### src/core/fpled_pkg.sv
package fpled_pkg;

    // ==========================================================
    // ribbon layout, top to bottom
    // ==========================================================
    localparam int          RIB_N       = 13;
    localparam logic [3:0]  POS_PF      = 4'h0;
    localparam logic [3:0]  POS_THD     = 4'h1;
    localparam logic [3:0]  POS_VOLT    = 4'h2;
    localparam logic [3:0]  POS_CURR    = 4'h3;
    localparam logic [3:0]  POS_MISSQ   = 4'h4;
    localparam logic [3:0]  POS_INFO    = 4'h5;
    localparam logic [3:0]  POS_MAN     = 4'h6;
    localparam logic [3:0]  POS_SET     = 4'h7;
    localparam logic [3:0]  POS_RED0    = 4'h8;
    localparam logic [3:0]  POS_LAST    = 4'hC;
    localparam int          GRP_N       = 7;
    localparam int          GRP_LED_N   = 5;
    localparam int          ALM_PER     = 4;
    localparam int          ALM_N       = GRP_N * ALM_PER;
    localparam int          STEP_N      = 8;

    // ==========================================================
    // timing
    // ==========================================================
    localparam int          CLK_HZ      = 200_000_000;
    localparam int          TICK_MS     = 100;
    localparam int          TICK_CYC    = CLK_HZ / 1000 * TICK_MS;
    localparam int          REFUSE_MS   = 3000;
    localparam int          REFUSE_TICKS = REFUSE_MS / TICK_MS;
    localparam longint      SW_FAULT_S  = 900;
    localparam longint      SW_FAULT_CYC = longint'(CLK_HZ) * SW_FAULT_S;
    localparam logic [1:0]  INIT_LOAD   = 2'h2;

    // ==========================================================
    // parameter slots, limits and defaults
    // ==========================================================
    localparam logic [2:0]  PAR_PF      = 3'h0;
    localparam logic [2:0]  PAR_THD     = 3'h1;
    localparam logic [2:0]  PAR_VTR     = 3'h2;
    localparam logic [2:0]  PAR_UV      = 3'h3;
    localparam logic [2:0]  PAR_CTR     = 3'h4;
    localparam logic [2:0]  PAR_DLY     = 3'h5;
    localparam logic [13:0] PF_DEF      = 14'h0064;
    localparam logic [13:0] PF_IND_MIN  = 14'h0046;
    localparam logic [13:0] PF_CAP_MIN  = 14'h0050;
    localparam logic [13:0] THD_MIN     = 14'h0014;
    localparam logic [13:0] THD_MAX     = 14'h01C2;
    localparam logic [13:0] THD_DEF_0   = 14'h001E;
    localparam logic [13:0] THD_DEF_1   = 14'h0046;
    localparam logic [13:0] THD_DEF_2   = 14'h005A;
    localparam logic [13:0] RATIO_MIN   = 14'h0001;
    localparam logic [13:0] RATIO_MAX   = 14'h270F;
    localparam logic [13:0] UV_DEF      = 14'h0058;
    localparam logic [13:0] UV_MIN      = 14'h0055;
    localparam logic [13:0] UV_MAX      = 14'h005F;
    localparam logic [13:0] DLY_DEF     = 14'h01F4;
    localparam logic [13:0] DLY_MAX     = 14'h07D0;

    typedef enum logic [1:0] {VIEW_LIVE, VIEW_PARAM, VIEW_EDIT} fpled_view_t;

    typedef struct packed {
        logic [3:0]        ksync1;
        logic [3:0]        ksync2;
        logic [3:0]        kprev;
        logic [1:0]        boot_sync;
        logic [1:0]        init_cnt;
        logic [3:0]        cursor;
        fpled_view_t       view;
        logic [5:0][13:0]  par;
        logic              pf_cap;
        logic              ctr_set;
        logic [27:0]       alm_new;
        logic [27:0]       alm_bg;
        logic [24:0]       tick_cnt;
        logic [2:0]        blink;
        logic [4:0]        refuse_cnt;
        logic [2:0]        refuse_step;
        logic              sw_pending;
        logic [39:0]       sw_cnt;
        logic              sw_suppr;
        logic [12:0]       rib_led;
        logic [7:0]        step_green;
        logic [7:0]        step_red;
        logic [4:0]        disp_alarm;
        logic              disp_alarm_valid;
        logic              marker;
        logic              bg_show;
        logic              sw_show;
        logic [13:0]       par_value;
        logic              par_cap;
        logic              reading_raw;
        logic              reading_blank;
    } fpled_state_t;

endpackage

### src/core/fpled_panel.sv
`timescale 1ns/100ps

// Summary of operation
// down-arrow moves ribbon cursor one LED downward, wrapping bottom to top
// cursor skips red alarm LEDs that are dark
// cursor LED lit or flashes 2.5 Hz; 1.25 Hz blink kept for status
// right-arrow on a green LED toggles live reading and blinking parameter view
// in parameter view SET opens edit, SET commits, ESC discards
// right-arrow or ESC in parameter view returns to live reading
// target power factor defaults 1.00, ind 0.70 to cap 0.80
// distortion threshold zero or 2.0 to 45.0 percent, default by detuning
// voltage parameter: ratio 1..9999 commissioning, else undervoltage 85..95 default 88
// current parameter: ratio 1..9999 commissioning, else delay 0..20 s default 5
// without current ratio, current and missing power readings blink, two decimals
// service LED blinks when cursor in tree, steady when on the ribbon
// manual LED blinks while manual mode holds regulation
// new alarm lights its group LED; cursor there shows top new alarm
// important alarms stay latched until acknowledged
// acknowledge: present alarm to background, absent cleared, next alarm shown
// SET on power factor LED acknowledges alarms of unlit groups
// software fault shown from reset until a quarter hour has passed, one ribbon loop suppresses
// red alarm LEDs never blink; step switch-off shown by marker at times
// eight two-colour step positions, never both colours, green shows step state
// step red: steady off and out of service, 1.25 Hz faulty, 2.5 Hz selected
// refused command on cursor step flashes red at 5 Hz for seconds
// 5, 2.5 and 1.25 Hz come from one binary divider chain
module fpled_panel #(
    parameter int     TICK_CYC     = fpled_pkg::TICK_CYC,
    parameter int     REFUSE_TICKS = fpled_pkg::REFUSE_TICKS,
    parameter longint SW_FAULT_CYC = fpled_pkg::SW_FAULT_CYC
) (
    input  wire logic        clk,
    input  wire logic        sys_rst,
    input  wire logic        key_down,
    input  wire logic        key_right,
    input  wire logic        key_set,
    input  wire logic        key_esc,
    input  wire logic        sw_fault_boot,
    input  wire logic        commissioning,
    input  wire logic [1:0]  detuning_sel,
    input  wire logic        in_info_tree,
    input  wire logic        in_set_tree,
    input  wire logic        manual_active,
    input  wire logic [13:0] edit_value,
    input  wire logic        edit_cap,
    input  wire logic [27:0] alarm_cause,
    input  wire logic [27:0] alarm_important,
    input  wire logic [27:0] alarm_switch_off,
    input  wire logic        restore_acknowledged_alarms_item,
    input  wire logic [7:0]  step_on,
    input  wire logic [7:0]  step_out_of_service,
    input  wire logic [7:0]  step_faulty,
    input  wire logic [7:0]  step_under_test,
    input  wire logic        step_cursor_valid,
    input  wire logic [2:0]  step_cursor,
    input  wire logic        step_refused,
    output logic      [12:0] ribbon_led,
    output logic      [7:0]  step_green,
    output logic      [7:0]  step_red,
    output logic      [4:0]  disp_alarm,
    output logic             disp_alarm_valid,
    output logic             all_steps_off_marker,
    output logic             background_alarm_show,
    output logic             software_fault_alarm,
    output logic      [13:0] param_value,
    output logic             param_cap,
    output logic      [1:0]  view_mode,
    output logic             reading_raw,
    output logic             reading_blank
);

    if (TICK_CYC < 2 || TICK_CYC > 33554432 || REFUSE_TICKS < 1 || REFUSE_TICKS > 31
        || SW_FAULT_CYC < 2 || SW_FAULT_CYC > 64'h0000_00FF_FFFF_FFFF) begin : g_chk
        $error("fpled_panel: parameter out of range");
    end

    localparam logic [24:0] TICK_LAST = 25'(TICK_CYC - 1);
    localparam logic [4:0]  REFUSE_LD = 5'(REFUSE_TICKS);
    localparam logic [39:0] SW_LAST   = 40'(SW_FAULT_CYC - 1);

    // ==========================================================
    // helpers
    // ==========================================================
    function automatic logic [3:0] next_pos(input logic [3:0] cur, input logic [4:0] red_lit);
        logic [3:0] p;
        logic       done;
        p    = cur;
        done = 1'b0;
        for (int i = 0; i < fpled_pkg::RIB_N; i++) begin
            if (!done) begin
                p = (p == fpled_pkg::POS_LAST) ? 4'h0 : p + 4'h1;
                if (p < fpled_pkg::POS_RED0 || red_lit[3'(p - fpled_pkg::POS_RED0)]) begin
                    done = 1'b1;
                end
            end
        end
        return p;
    endfunction

    // lowest index wins: lower alarm index means higher priority
    function automatic logic [2:0] first_set(input logic [7:0] v);
        logic [2:0] r;
        r = 3'h0;
        for (int i = 7; i >= 0; i--) begin
            if (v[i]) begin
                r = 3'(i);
            end
        end
        return r;
    endfunction

    function automatic logic [13:0] clamp_par(input logic [2:0] idx, input logic [13:0] v,
                                              input logic cap);
        logic [13:0] lo;
        logic [13:0] hi;
        logic [13:0] r;
        lo = fpled_pkg::RATIO_MIN;
        hi = fpled_pkg::RATIO_MAX;
        case (idx)
            fpled_pkg::PAR_PF: begin
                lo = cap ? fpled_pkg::PF_CAP_MIN : fpled_pkg::PF_IND_MIN;
                hi = fpled_pkg::PF_DEF;
            end
            fpled_pkg::PAR_THD: begin
                lo = fpled_pkg::THD_MIN;
                hi = fpled_pkg::THD_MAX;
            end
            fpled_pkg::PAR_UV: begin
                lo = fpled_pkg::UV_MIN;
                hi = fpled_pkg::UV_MAX;
            end
            fpled_pkg::PAR_DLY: begin
                lo = 14'h0000;
                hi = fpled_pkg::DLY_MAX;
            end
            default: begin
                lo = fpled_pkg::RATIO_MIN;
                hi = fpled_pkg::RATIO_MAX;
            end
        endcase
        r = (v < lo) ? lo : (v > hi) ? hi : v;
        if (idx == fpled_pkg::PAR_THD && v == 14'h0000) begin
            r = 14'h0000;
        end
        return r;
    endfunction

    // ==========================================================
    // state
    // ==========================================================
    fpled_pkg::fpled_state_t st;
    fpled_pkg::fpled_state_t next_st;

    logic [3:0]  press;
    logic [4:0]  red_lit;
    logic [2:0]  psel;
    logic        on_green;
    logic [27:0] ack;
    logic [2:0]  grp;
    logic [2:0]  top;
    logic [7:0]  grp_new;
    logic [7:0]  noled_new;
    logic        do_ack;
    logic        sel_s;
    logic        red_req;

    assign press = st.ksync2 & ~st.kprev;

    always_comb begin
        next_st = st;
        ack     = '0;
        do_ack  = 1'b0;
        sel_s   = 1'b0;
        red_req = 1'b0;
        grp     = 3'(st.cursor - fpled_pkg::POS_RED0);
        for (int g = 0; g < fpled_pkg::GRP_LED_N; g++) begin
            red_lit[g] = |st.alm_new[g*4 +: 4];
        end
        grp_new   = {4'h0, st.alm_new[grp*4 +: 4]};
        noled_new = st.alm_new[27:20];
        on_green  = st.cursor <= fpled_pkg::POS_CURR;
        psel      = (st.cursor == fpled_pkg::POS_PF) ? fpled_pkg::PAR_PF :
                    (st.cursor == fpled_pkg::POS_THD) ? fpled_pkg::PAR_THD :
                    (st.cursor == fpled_pkg::POS_VOLT) ?
                        (commissioning ? fpled_pkg::PAR_VTR : fpled_pkg::PAR_UV) :
                        (commissioning ? fpled_pkg::PAR_CTR : fpled_pkg::PAR_DLY);

        // key and strap synchronisers
        next_st.ksync1    = {key_esc, key_set, key_right, key_down};
        next_st.ksync2    = st.ksync1;
        next_st.kprev     = st.ksync2;
        next_st.boot_sync = {st.boot_sync[0], sw_fault_boot};

        // defaults loaded once the strap has passed both stages
        if (st.init_cnt != 2'h3) begin
            next_st.init_cnt = st.init_cnt + 2'h1;
        end
        if (st.init_cnt == fpled_pkg::INIT_LOAD) begin
            next_st.par[fpled_pkg::PAR_PF]  = fpled_pkg::PF_DEF;
            next_st.par[fpled_pkg::PAR_THD] = (detuning_sel == 2'h0) ? fpled_pkg::THD_DEF_0 :
                                              (detuning_sel == 2'h1) ? fpled_pkg::THD_DEF_1 :
                                              fpled_pkg::THD_DEF_2;
            next_st.par[fpled_pkg::PAR_VTR] = fpled_pkg::RATIO_MIN;
            next_st.par[fpled_pkg::PAR_UV]  = fpled_pkg::UV_DEF;
            next_st.par[fpled_pkg::PAR_CTR] = fpled_pkg::RATIO_MIN;
            next_st.par[fpled_pkg::PAR_DLY] = fpled_pkg::DLY_DEF;
            next_st.pf_cap     = 1'b0;
            next_st.sw_pending = st.boot_sync[1];
            next_st.sw_cnt     = '0;
        end

        // ======================================================
        // key handling: cursor, views, acknowledge
        // ======================================================
        case (st.view)
            fpled_pkg::VIEW_LIVE: begin
                if (press[0]) begin
                    next_st.cursor = next_pos(st.cursor, red_lit);
                    if (next_pos(st.cursor, red_lit) <= st.cursor && st.sw_pending) begin
                        next_st.sw_suppr = 1'b1;
                    end
                end else if (press[1] && on_green) begin
                    next_st.view = fpled_pkg::VIEW_PARAM;
                end else if (press[2] && st.cursor >= fpled_pkg::POS_RED0
                             && |grp_new) begin
                    ack[{grp, 2'h0} + 5'(first_set(grp_new))] = 1'b1;
                    do_ack = 1'b1;
                end else if (press[2] && st.cursor == fpled_pkg::POS_PF && |noled_new) begin
                    ack[5'd20 + 5'(first_set(noled_new))] = 1'b1;
                    do_ack = 1'b1;
                end
            end
            fpled_pkg::VIEW_PARAM: begin
                if (press[1] || press[3]) begin
                    next_st.view = fpled_pkg::VIEW_LIVE;
                end else if (press[2]) begin
                    next_st.view = fpled_pkg::VIEW_EDIT;
                end
            end
            fpled_pkg::VIEW_EDIT: begin
                if (press[2]) begin
                    next_st.par[psel] = clamp_par(psel, edit_value, edit_cap);
                    if (psel == fpled_pkg::PAR_PF) begin
                        next_st.pf_cap = edit_cap & (edit_value < fpled_pkg::PF_DEF);
                    end
                    if (psel == fpled_pkg::PAR_CTR) begin
                        next_st.ctr_set = 1'b1;
                    end
                    next_st.view = fpled_pkg::VIEW_PARAM;
                end else if (press[3]) begin
                    next_st.view = fpled_pkg::VIEW_PARAM;
                end
            end
            default: next_st.view = fpled_pkg::VIEW_LIVE;
        endcase

        // ======================================================
        // alarms: latch, acknowledge, background, restore
        // ======================================================
        for (int i = 0; i < fpled_pkg::ALM_N; i++) begin
            next_st.alm_new[i] = (((st.alm_new[i] & (alarm_cause[i] | alarm_important[i]))
                                  | (alarm_cause[i] & ~st.alm_bg[i])) & ~ack[i])
                                 | (restore_acknowledged_alarms_item & st.alm_bg[i]);
            next_st.alm_bg[i]  = (st.alm_bg[i] | ack[i]) & alarm_cause[i]
                                 & ~restore_acknowledged_alarms_item;
        end

        // ======================================================
        // blink divider, refuse flash, software fault window
        // ======================================================
        next_st.tick_cnt = (st.tick_cnt == TICK_LAST) ? '0 : st.tick_cnt + 25'h000_0001;
        if (st.tick_cnt == TICK_LAST) begin
            next_st.blink = st.blink + 3'h1;
            if (st.refuse_cnt != 5'h00) begin
                next_st.refuse_cnt = st.refuse_cnt - 5'h01;
            end
        end
        if (step_refused && step_cursor_valid) begin
            next_st.refuse_cnt  = REFUSE_LD;
            next_st.refuse_step = step_cursor;
        end
        if (st.sw_pending && st.init_cnt == 2'h3) begin
            next_st.sw_cnt = st.sw_cnt + 40'h00_0000_0001;
            if (st.sw_cnt == SW_LAST) begin
                next_st.sw_pending = 1'b0;
            end
        end

        // ======================================================
        // outputs
        // ======================================================
        for (int p = 0; p < fpled_pkg::RIB_N; p++) begin
            next_st.rib_led[p] = 1'b0;
        end
        next_st.rib_led[fpled_pkg::POS_INFO] = in_info_tree & st.blink[2];
        next_st.rib_led[fpled_pkg::POS_SET]  = in_set_tree & st.blink[2];
        next_st.rib_led[fpled_pkg::POS_MAN]  = manual_active & st.blink[2];
        for (int g = 0; g < fpled_pkg::GRP_LED_N; g++) begin
            next_st.rib_led[8 + g] = red_lit[g];
        end
        // cursor LED: steady on the ribbon, fast flash while a parameter is shown
        next_st.rib_led[st.cursor] = (st.view == fpled_pkg::VIEW_LIVE) ? 1'b1 : st.blink[1];

        for (int s = 0; s < fpled_pkg::STEP_N; s++) begin
            sel_s = step_cursor_valid && step_cursor == 3'(s);
            if (st.refuse_cnt != 5'h00 && st.refuse_step == 3'(s)) begin
                red_req = st.blink[0];
            end else if (sel_s) begin
                red_req = st.blink[1];
            end else if (step_faulty[s] || step_under_test[s]) begin
                red_req = st.blink[2];
            end else begin
                red_req = ~step_on[s] & step_out_of_service[s];
            end
            // red phases blank green so both never light together
            next_st.step_red[s]   = red_req;
            next_st.step_green[s] = step_on[s] & ~red_req;
        end

        top = first_set(grp_new);
        if (st.cursor >= fpled_pkg::POS_RED0 && |grp_new) begin
            next_st.disp_alarm       = {grp, 2'h0} + 5'(top);
            next_st.disp_alarm_valid = 1'b1;
        end else if (|noled_new) begin
            next_st.disp_alarm       = 5'd20 + 5'(first_set(noled_new));
            next_st.disp_alarm_valid = 1'b1;
        end else begin
            next_st.disp_alarm       = 5'h00;
            next_st.disp_alarm_valid = 1'b0;
        end
        next_st.marker  = |((st.alm_new | st.alm_bg) & alarm_switch_off) & st.blink[2];
        next_st.bg_show = |st.alm_bg & ~st.blink[2];
        next_st.sw_show = st.sw_pending & ~st.sw_suppr & (st.init_cnt == 2'h3);

        if (st.view == fpled_pkg::VIEW_EDIT) begin
            next_st.par_value = clamp_par(psel, edit_value, edit_cap);
            next_st.par_cap   = edit_cap;
        end else begin
            next_st.par_value = st.par[psel];
            next_st.par_cap   = (psel == fpled_pkg::PAR_PF) & st.pf_cap;
        end
        next_st.reading_raw   = ~st.ctr_set & (st.cursor == fpled_pkg::POS_CURR
                                               || st.cursor == fpled_pkg::POS_MISSQ);
        next_st.reading_blank = next_st.reading_raw & st.blink[1];
    end

    always_ff @(posedge clk or posedge sys_rst) begin
        if (sys_rst) begin
            st <= '0;
        end else begin
            st <= next_st;
        end
    end

    assign ribbon_led            = st.rib_led;
    assign step_green            = st.step_green;
    assign step_red              = st.step_red;
    assign disp_alarm            = st.disp_alarm;
    assign disp_alarm_valid      = st.disp_alarm_valid;
    assign all_steps_off_marker  = st.marker;
    assign background_alarm_show = st.bg_show;
    assign software_fault_alarm  = st.sw_show;
    assign param_value           = st.par_value;
    assign param_cap             = st.par_cap;
    assign view_mode             = st.view;
    assign reading_raw           = st.reading_raw;
    assign reading_blank         = st.reading_blank;

endmodule

### config.mk
export PLATFORM = sky130hd
export DESIGN_NAME = fpled_panel
export DESIGN_NICKNAME = d
export VERILOG_FILES = /design/src/core/fpled_pkg.sv /design/src/core/fpled_panel.sv
export SDC_FILE = /design/constraint.sdc
export NUM_CORES = 1
export LEC_CHECK = 0
export BUFFER_PORTS_ARGS = -buffer_cell sky130_fd_sc_hd__buf_4
export CORE_MARGIN = 2
export CORE_UTILIZATION = 59
export CTS_BUF_LIST = sky130_fd_sc_hd__clkbuf_16
export DETAILED_ROUTE_END_ITERATION = 10
export HOLD_SLACK_MARGIN = 0.08
export PLACE_DENSITY = 0.86
export SLEW_MARGIN = 0
export SYNTH_ARGS = -nofsm -noshare
export SYNTH_HDL_FRONTEND = slang
export SYNTH_SLANG_ARGS = --single-unit
### constraint.sdc
create_clock -name clk -period 11.1 [get_ports clk]
set_input_delay 0.555 -clock clk [delete_from_list [all_inputs] [get_ports clk]]
set_output_delay 0.555 -clock clk [all_outputs]
set_load 0.005 [all_outputs]
==> reports/results.txt <==
register share of total power: 33.0%
Clk pwr share: 24.2%
fmax: 0.144 GHz
Worst slew margin: 21.6%
total number of vias: 15.1k
Mapped Nets: 2042
io pins: 207
Total Routing Usage GR: 31.1%
Design Power: 3.98 mW
Critical Path AT: 7.39 ns
Clock Skews: 0.0136 ns
worst-skew pair later-pin latency: 0.57 ns
Sum Neg Setup Slack: 0 ns
Starting DRT DRC Count: 1570
Tcrit/Tclk final: 62.6%
vias in the first global route: 14.4k
DR pass1 iterations: 5
FP Rows: 61
synthesized area: 16600 um2
Setup CP Type: flip-flop to flip-flop
Synth top area share: 44.8%
largest family of logic cells by synthesized area: simple AND/OR/NAND/NOR gates
crit end category: flip-flop
ANT nets after route: 0
final hold vios: 0
vias per cell: 6.37
Final WS setup: 4.16 ns
post-layout minimum cycle time: 6.94 ns
initial antenna violation count: 0
Final Setup Violations: 0
DIE WIDTH: 172 um
Power Dens Cells: 210 nW/um2
Synthesis Warnings: 0
Syn-to-layout area delta: 14.2%
status: completed
total CTS buffers: 31
WP data required: 11.55 ns
synthesized instance count: 1860
Int Pwr: 2.39 mW
Seq/Total Area, Yosys: 44.8%
worst-path maximum fanout: 21
ys async rst share: 100%
initial core utilization: 59.8%
Clock Sinks: 297
drc violations: 0
Layout Nets: 2158
die area: 29400 um2
Adder-Cell Fraction of Synth Area: 2.42%
Slew @ Worst Pin: 1.18 ns
Gate power share: 42.9%
Worst Hold Class: input port to flip-flop
P_sw: 1.59 mW
crit start category: flip-flop
Syn Area/Cell: 8.91 um2
Synth Register Bits: 297
cts hold-fix bufs: 0
H-tree depth: 1
largest net degree at the start of global routing: 159
Detailed Route WL: 46.4 mm
fin util: 68.3%
detailed-placement wirelength estimate: 31.7 mm
clock slew at reported path FFs: 0.06 ns
CTS tree: yes
input/output buffers: 206
post-cts gate resize count: 0
share of cells above drive strength 1: 15.8%
Post-synth EDFFs: 0
post-synthesis mux area share: 3.19%
per-cell routed wire length: 19.6 um
Synth Area in Compound Gates: 19.4%
area leader, netlist: dfrtp_1
n_diodes: 0
Cell variety after synth: 88
Main synth FF type: dfrtp_1
Setup Buffers After CTS: 0
xor and xnor fraction of the mapped netlist area: 1.74%
first-pass GRT wire length: 73.5 mm
clock buffer depth: 3
Lkg Pwr: 8.35 nW
pre-CTS WS: 4.40 ns
gp weighted congestion: 0.931
Post-Synth Simple-Gate Area: 22.4%
max cap viols: 0
die height: 172 um
Area contributors post-synth: dfrtp_1, o21ai_0, nand2_1
setup repair after global routing missed its margin: no
core outline area: 27700 um2
maximum vdd ir drop: 0.147 mV
sw frac: 40.0%
max-slew violation count: 0
GR Overflow Total: 0
CTS root buffer: clkbuf_16
## cells by family after synthesis
group	Yosys count
buf+inv	207
flops	297
simple gates	723
fa+ha+maj	32
compound gates	522
xor+xnor	33
mux	46
## area by class of cell
type                            count  area, um2
Tap cell                          378        473
Clock inverter                     20        134
Inverter                           68        265
Sequential cell                   297       7430
Clock buffer                       31        776
Timing Repair Buffer              222       1680
Multi-Input combinational cell   1356       8170
Fill cell                        2167       8780
## Yosys cell counts (5+ instances only)
library cell and number:
clkbuf_1 76, o21a_1 7, mux2i_1 21, o21ai_0 262, and3_1 24, or3_1 7
a311o_1 11, o211ai_1 17, xor2_1 17, and2_1 9, a21o_1 11, nor2b_1 11
a22o_1 25, mux2_2 20, inv_1 65, xnor2_1 16, nor3_1 45, a311oi_1 6
nand2_1 215, dfrtp_1 297, or4_1 7, nand3_1 122, o21ai_1 5, nor4_1 20
a31oi_1 15, o31ai_1 13, buf_4 51, nor2_1 118, a211oi_1 8, nor3b_1 6
nand4_1 23, nand2b_1 16, nand3b_1 73, buf_2 6, ha_1 32, a21oi_1 85
## sequential cells by signal, indices dropped and copies added (netlist names)
register               flops
ribbon_led                13
reading_blank              1
disp_alarm                 5
st                       223
all_steps_off_marker       1
background_alarm_show      1
param_cap                  1
noled_new                  8
param_value               14
software_fault_alarm       1
view_mode                  2
step_green                 8
disp_alarm_valid           1
step_red                   8
next_st                    9
reading_raw                1
## stage by stage
stage | hold slack (ns) | cells | instance area [um2]
after floorplan | 0.331 | 1860 | 16600
after global placement | 0.333 | 2321 | 18000
after detailed placement | 0.340 | 2321 | 18000
after CTS | 0.0852 | 2372 | 18900
after global routing | 0.0932 | 2372 | 18900
final | 0.104 | 2372 | 18900
## metal layers
metal / wire length, um / GRT usage, % / share of wire [%] / vias to the layer above
li1: - / - / - / 6901
met1: 18900 / 41.4 / 41 / 7360
met2: 22300 / 51.5 / 48 / 691
met3: 3350 / 4.07 / 7.2 / 153
met4: 1990 / 12.9 / 4.3 / 0
met5: 0 / 0 / 0 / -
## placed cells by master (no fill, tap or decap), drive strengths merged, types with 5 or more instances in the layout
| cell type | instances |
|---|---|
| dfrtp | 297 |
| a31oi | 15 |
| nor3 | 45 |
| nor2 | 118 |
| a22o | 25 |
| and3 | 24 |
| and2 | 11 |
| nand2 | 215 |
| a211oi | 8 |
| a32oi | 5 |
| or4 | 7 |
| nand2b | 16 |
| nand4 | 23 |
| a311oi | 7 |
| clkbuf | 31 |
| nor2b | 11 |
| xor2 | 17 |
| nor3b | 6 |
| o31ai | 14 |
| o211ai | 18 |
| or3 | 7 |
| ha | 32 |
| clkinv | 8 |
| a311o | 11 |
| xnor2 | 16 |
| o21ai | 269 |
| mux2 | 22 |
| mux2i | 22 |
| inv | 77 |
| a21oi | 87 |
| o21a | 7 |
| a21o | 11 |
| buf | 222 |
| nor4 | 26 |
| nand3 | 122 |
| nand3b | 73 |
## final timing paths
| kind | slack [ns] | end | startpoint | cells past startpoint |
|---|---|---|---|---|
| max in group asynchronous | 9.51 | st[236] | sys_rst | 3 |
| hold reg to reg | 0.35 | next_st[288] | next_st[292] | 0 |
| setup reg to reg | 4.16 | st[55] | st[278] | 24 |
| min in group asynchronous | 0.19 | noled_new[7] | sys_rst | 2 |
| hold / removal | 0.10 | next_st[291] | key_set | 1 |
| setup / recovery | 4.16 | st[55] | st[278] | 24 |
## worst max-delay path, stage by stage, from the launching register on
cell,delay (ns)
dfrtp_1,0.76
inv_1,0.32
ha_1,0.41
and2_4,0.25
a21oi_4,0.27
inv_4,0.10
ha_1,0.23
nand2_1,0.08
mux2i_1,0.17
or3_1,0.45
a2111oi_2,0.48
or4_1,0.45
o22ai_1,0.18
a221o_1,0.36
a221o_1,0.38
a21oi_4,0.26
o211ai_4,0.13
a21oi_1,0.36
nor2_1,0.09
ha_1,0.32
o21ai_0,0.09
nand2b_1,0.11
a21oi_1,0.10
a41o_1,0.22
a31o_2,0.24
## power by group through the flow
stage	combinational (mW)	sequential, mW	clock [mW]
global placement	1.62	1.32	0
floorplan	1.23	1.29	0
global route	1.87	1.32	1.02
finish	1.71	1.31	0.960
CTS	1.68	1.31	0.973
detailed placement	1.66	1.33	0
Power figures use the tool's default switching activity.
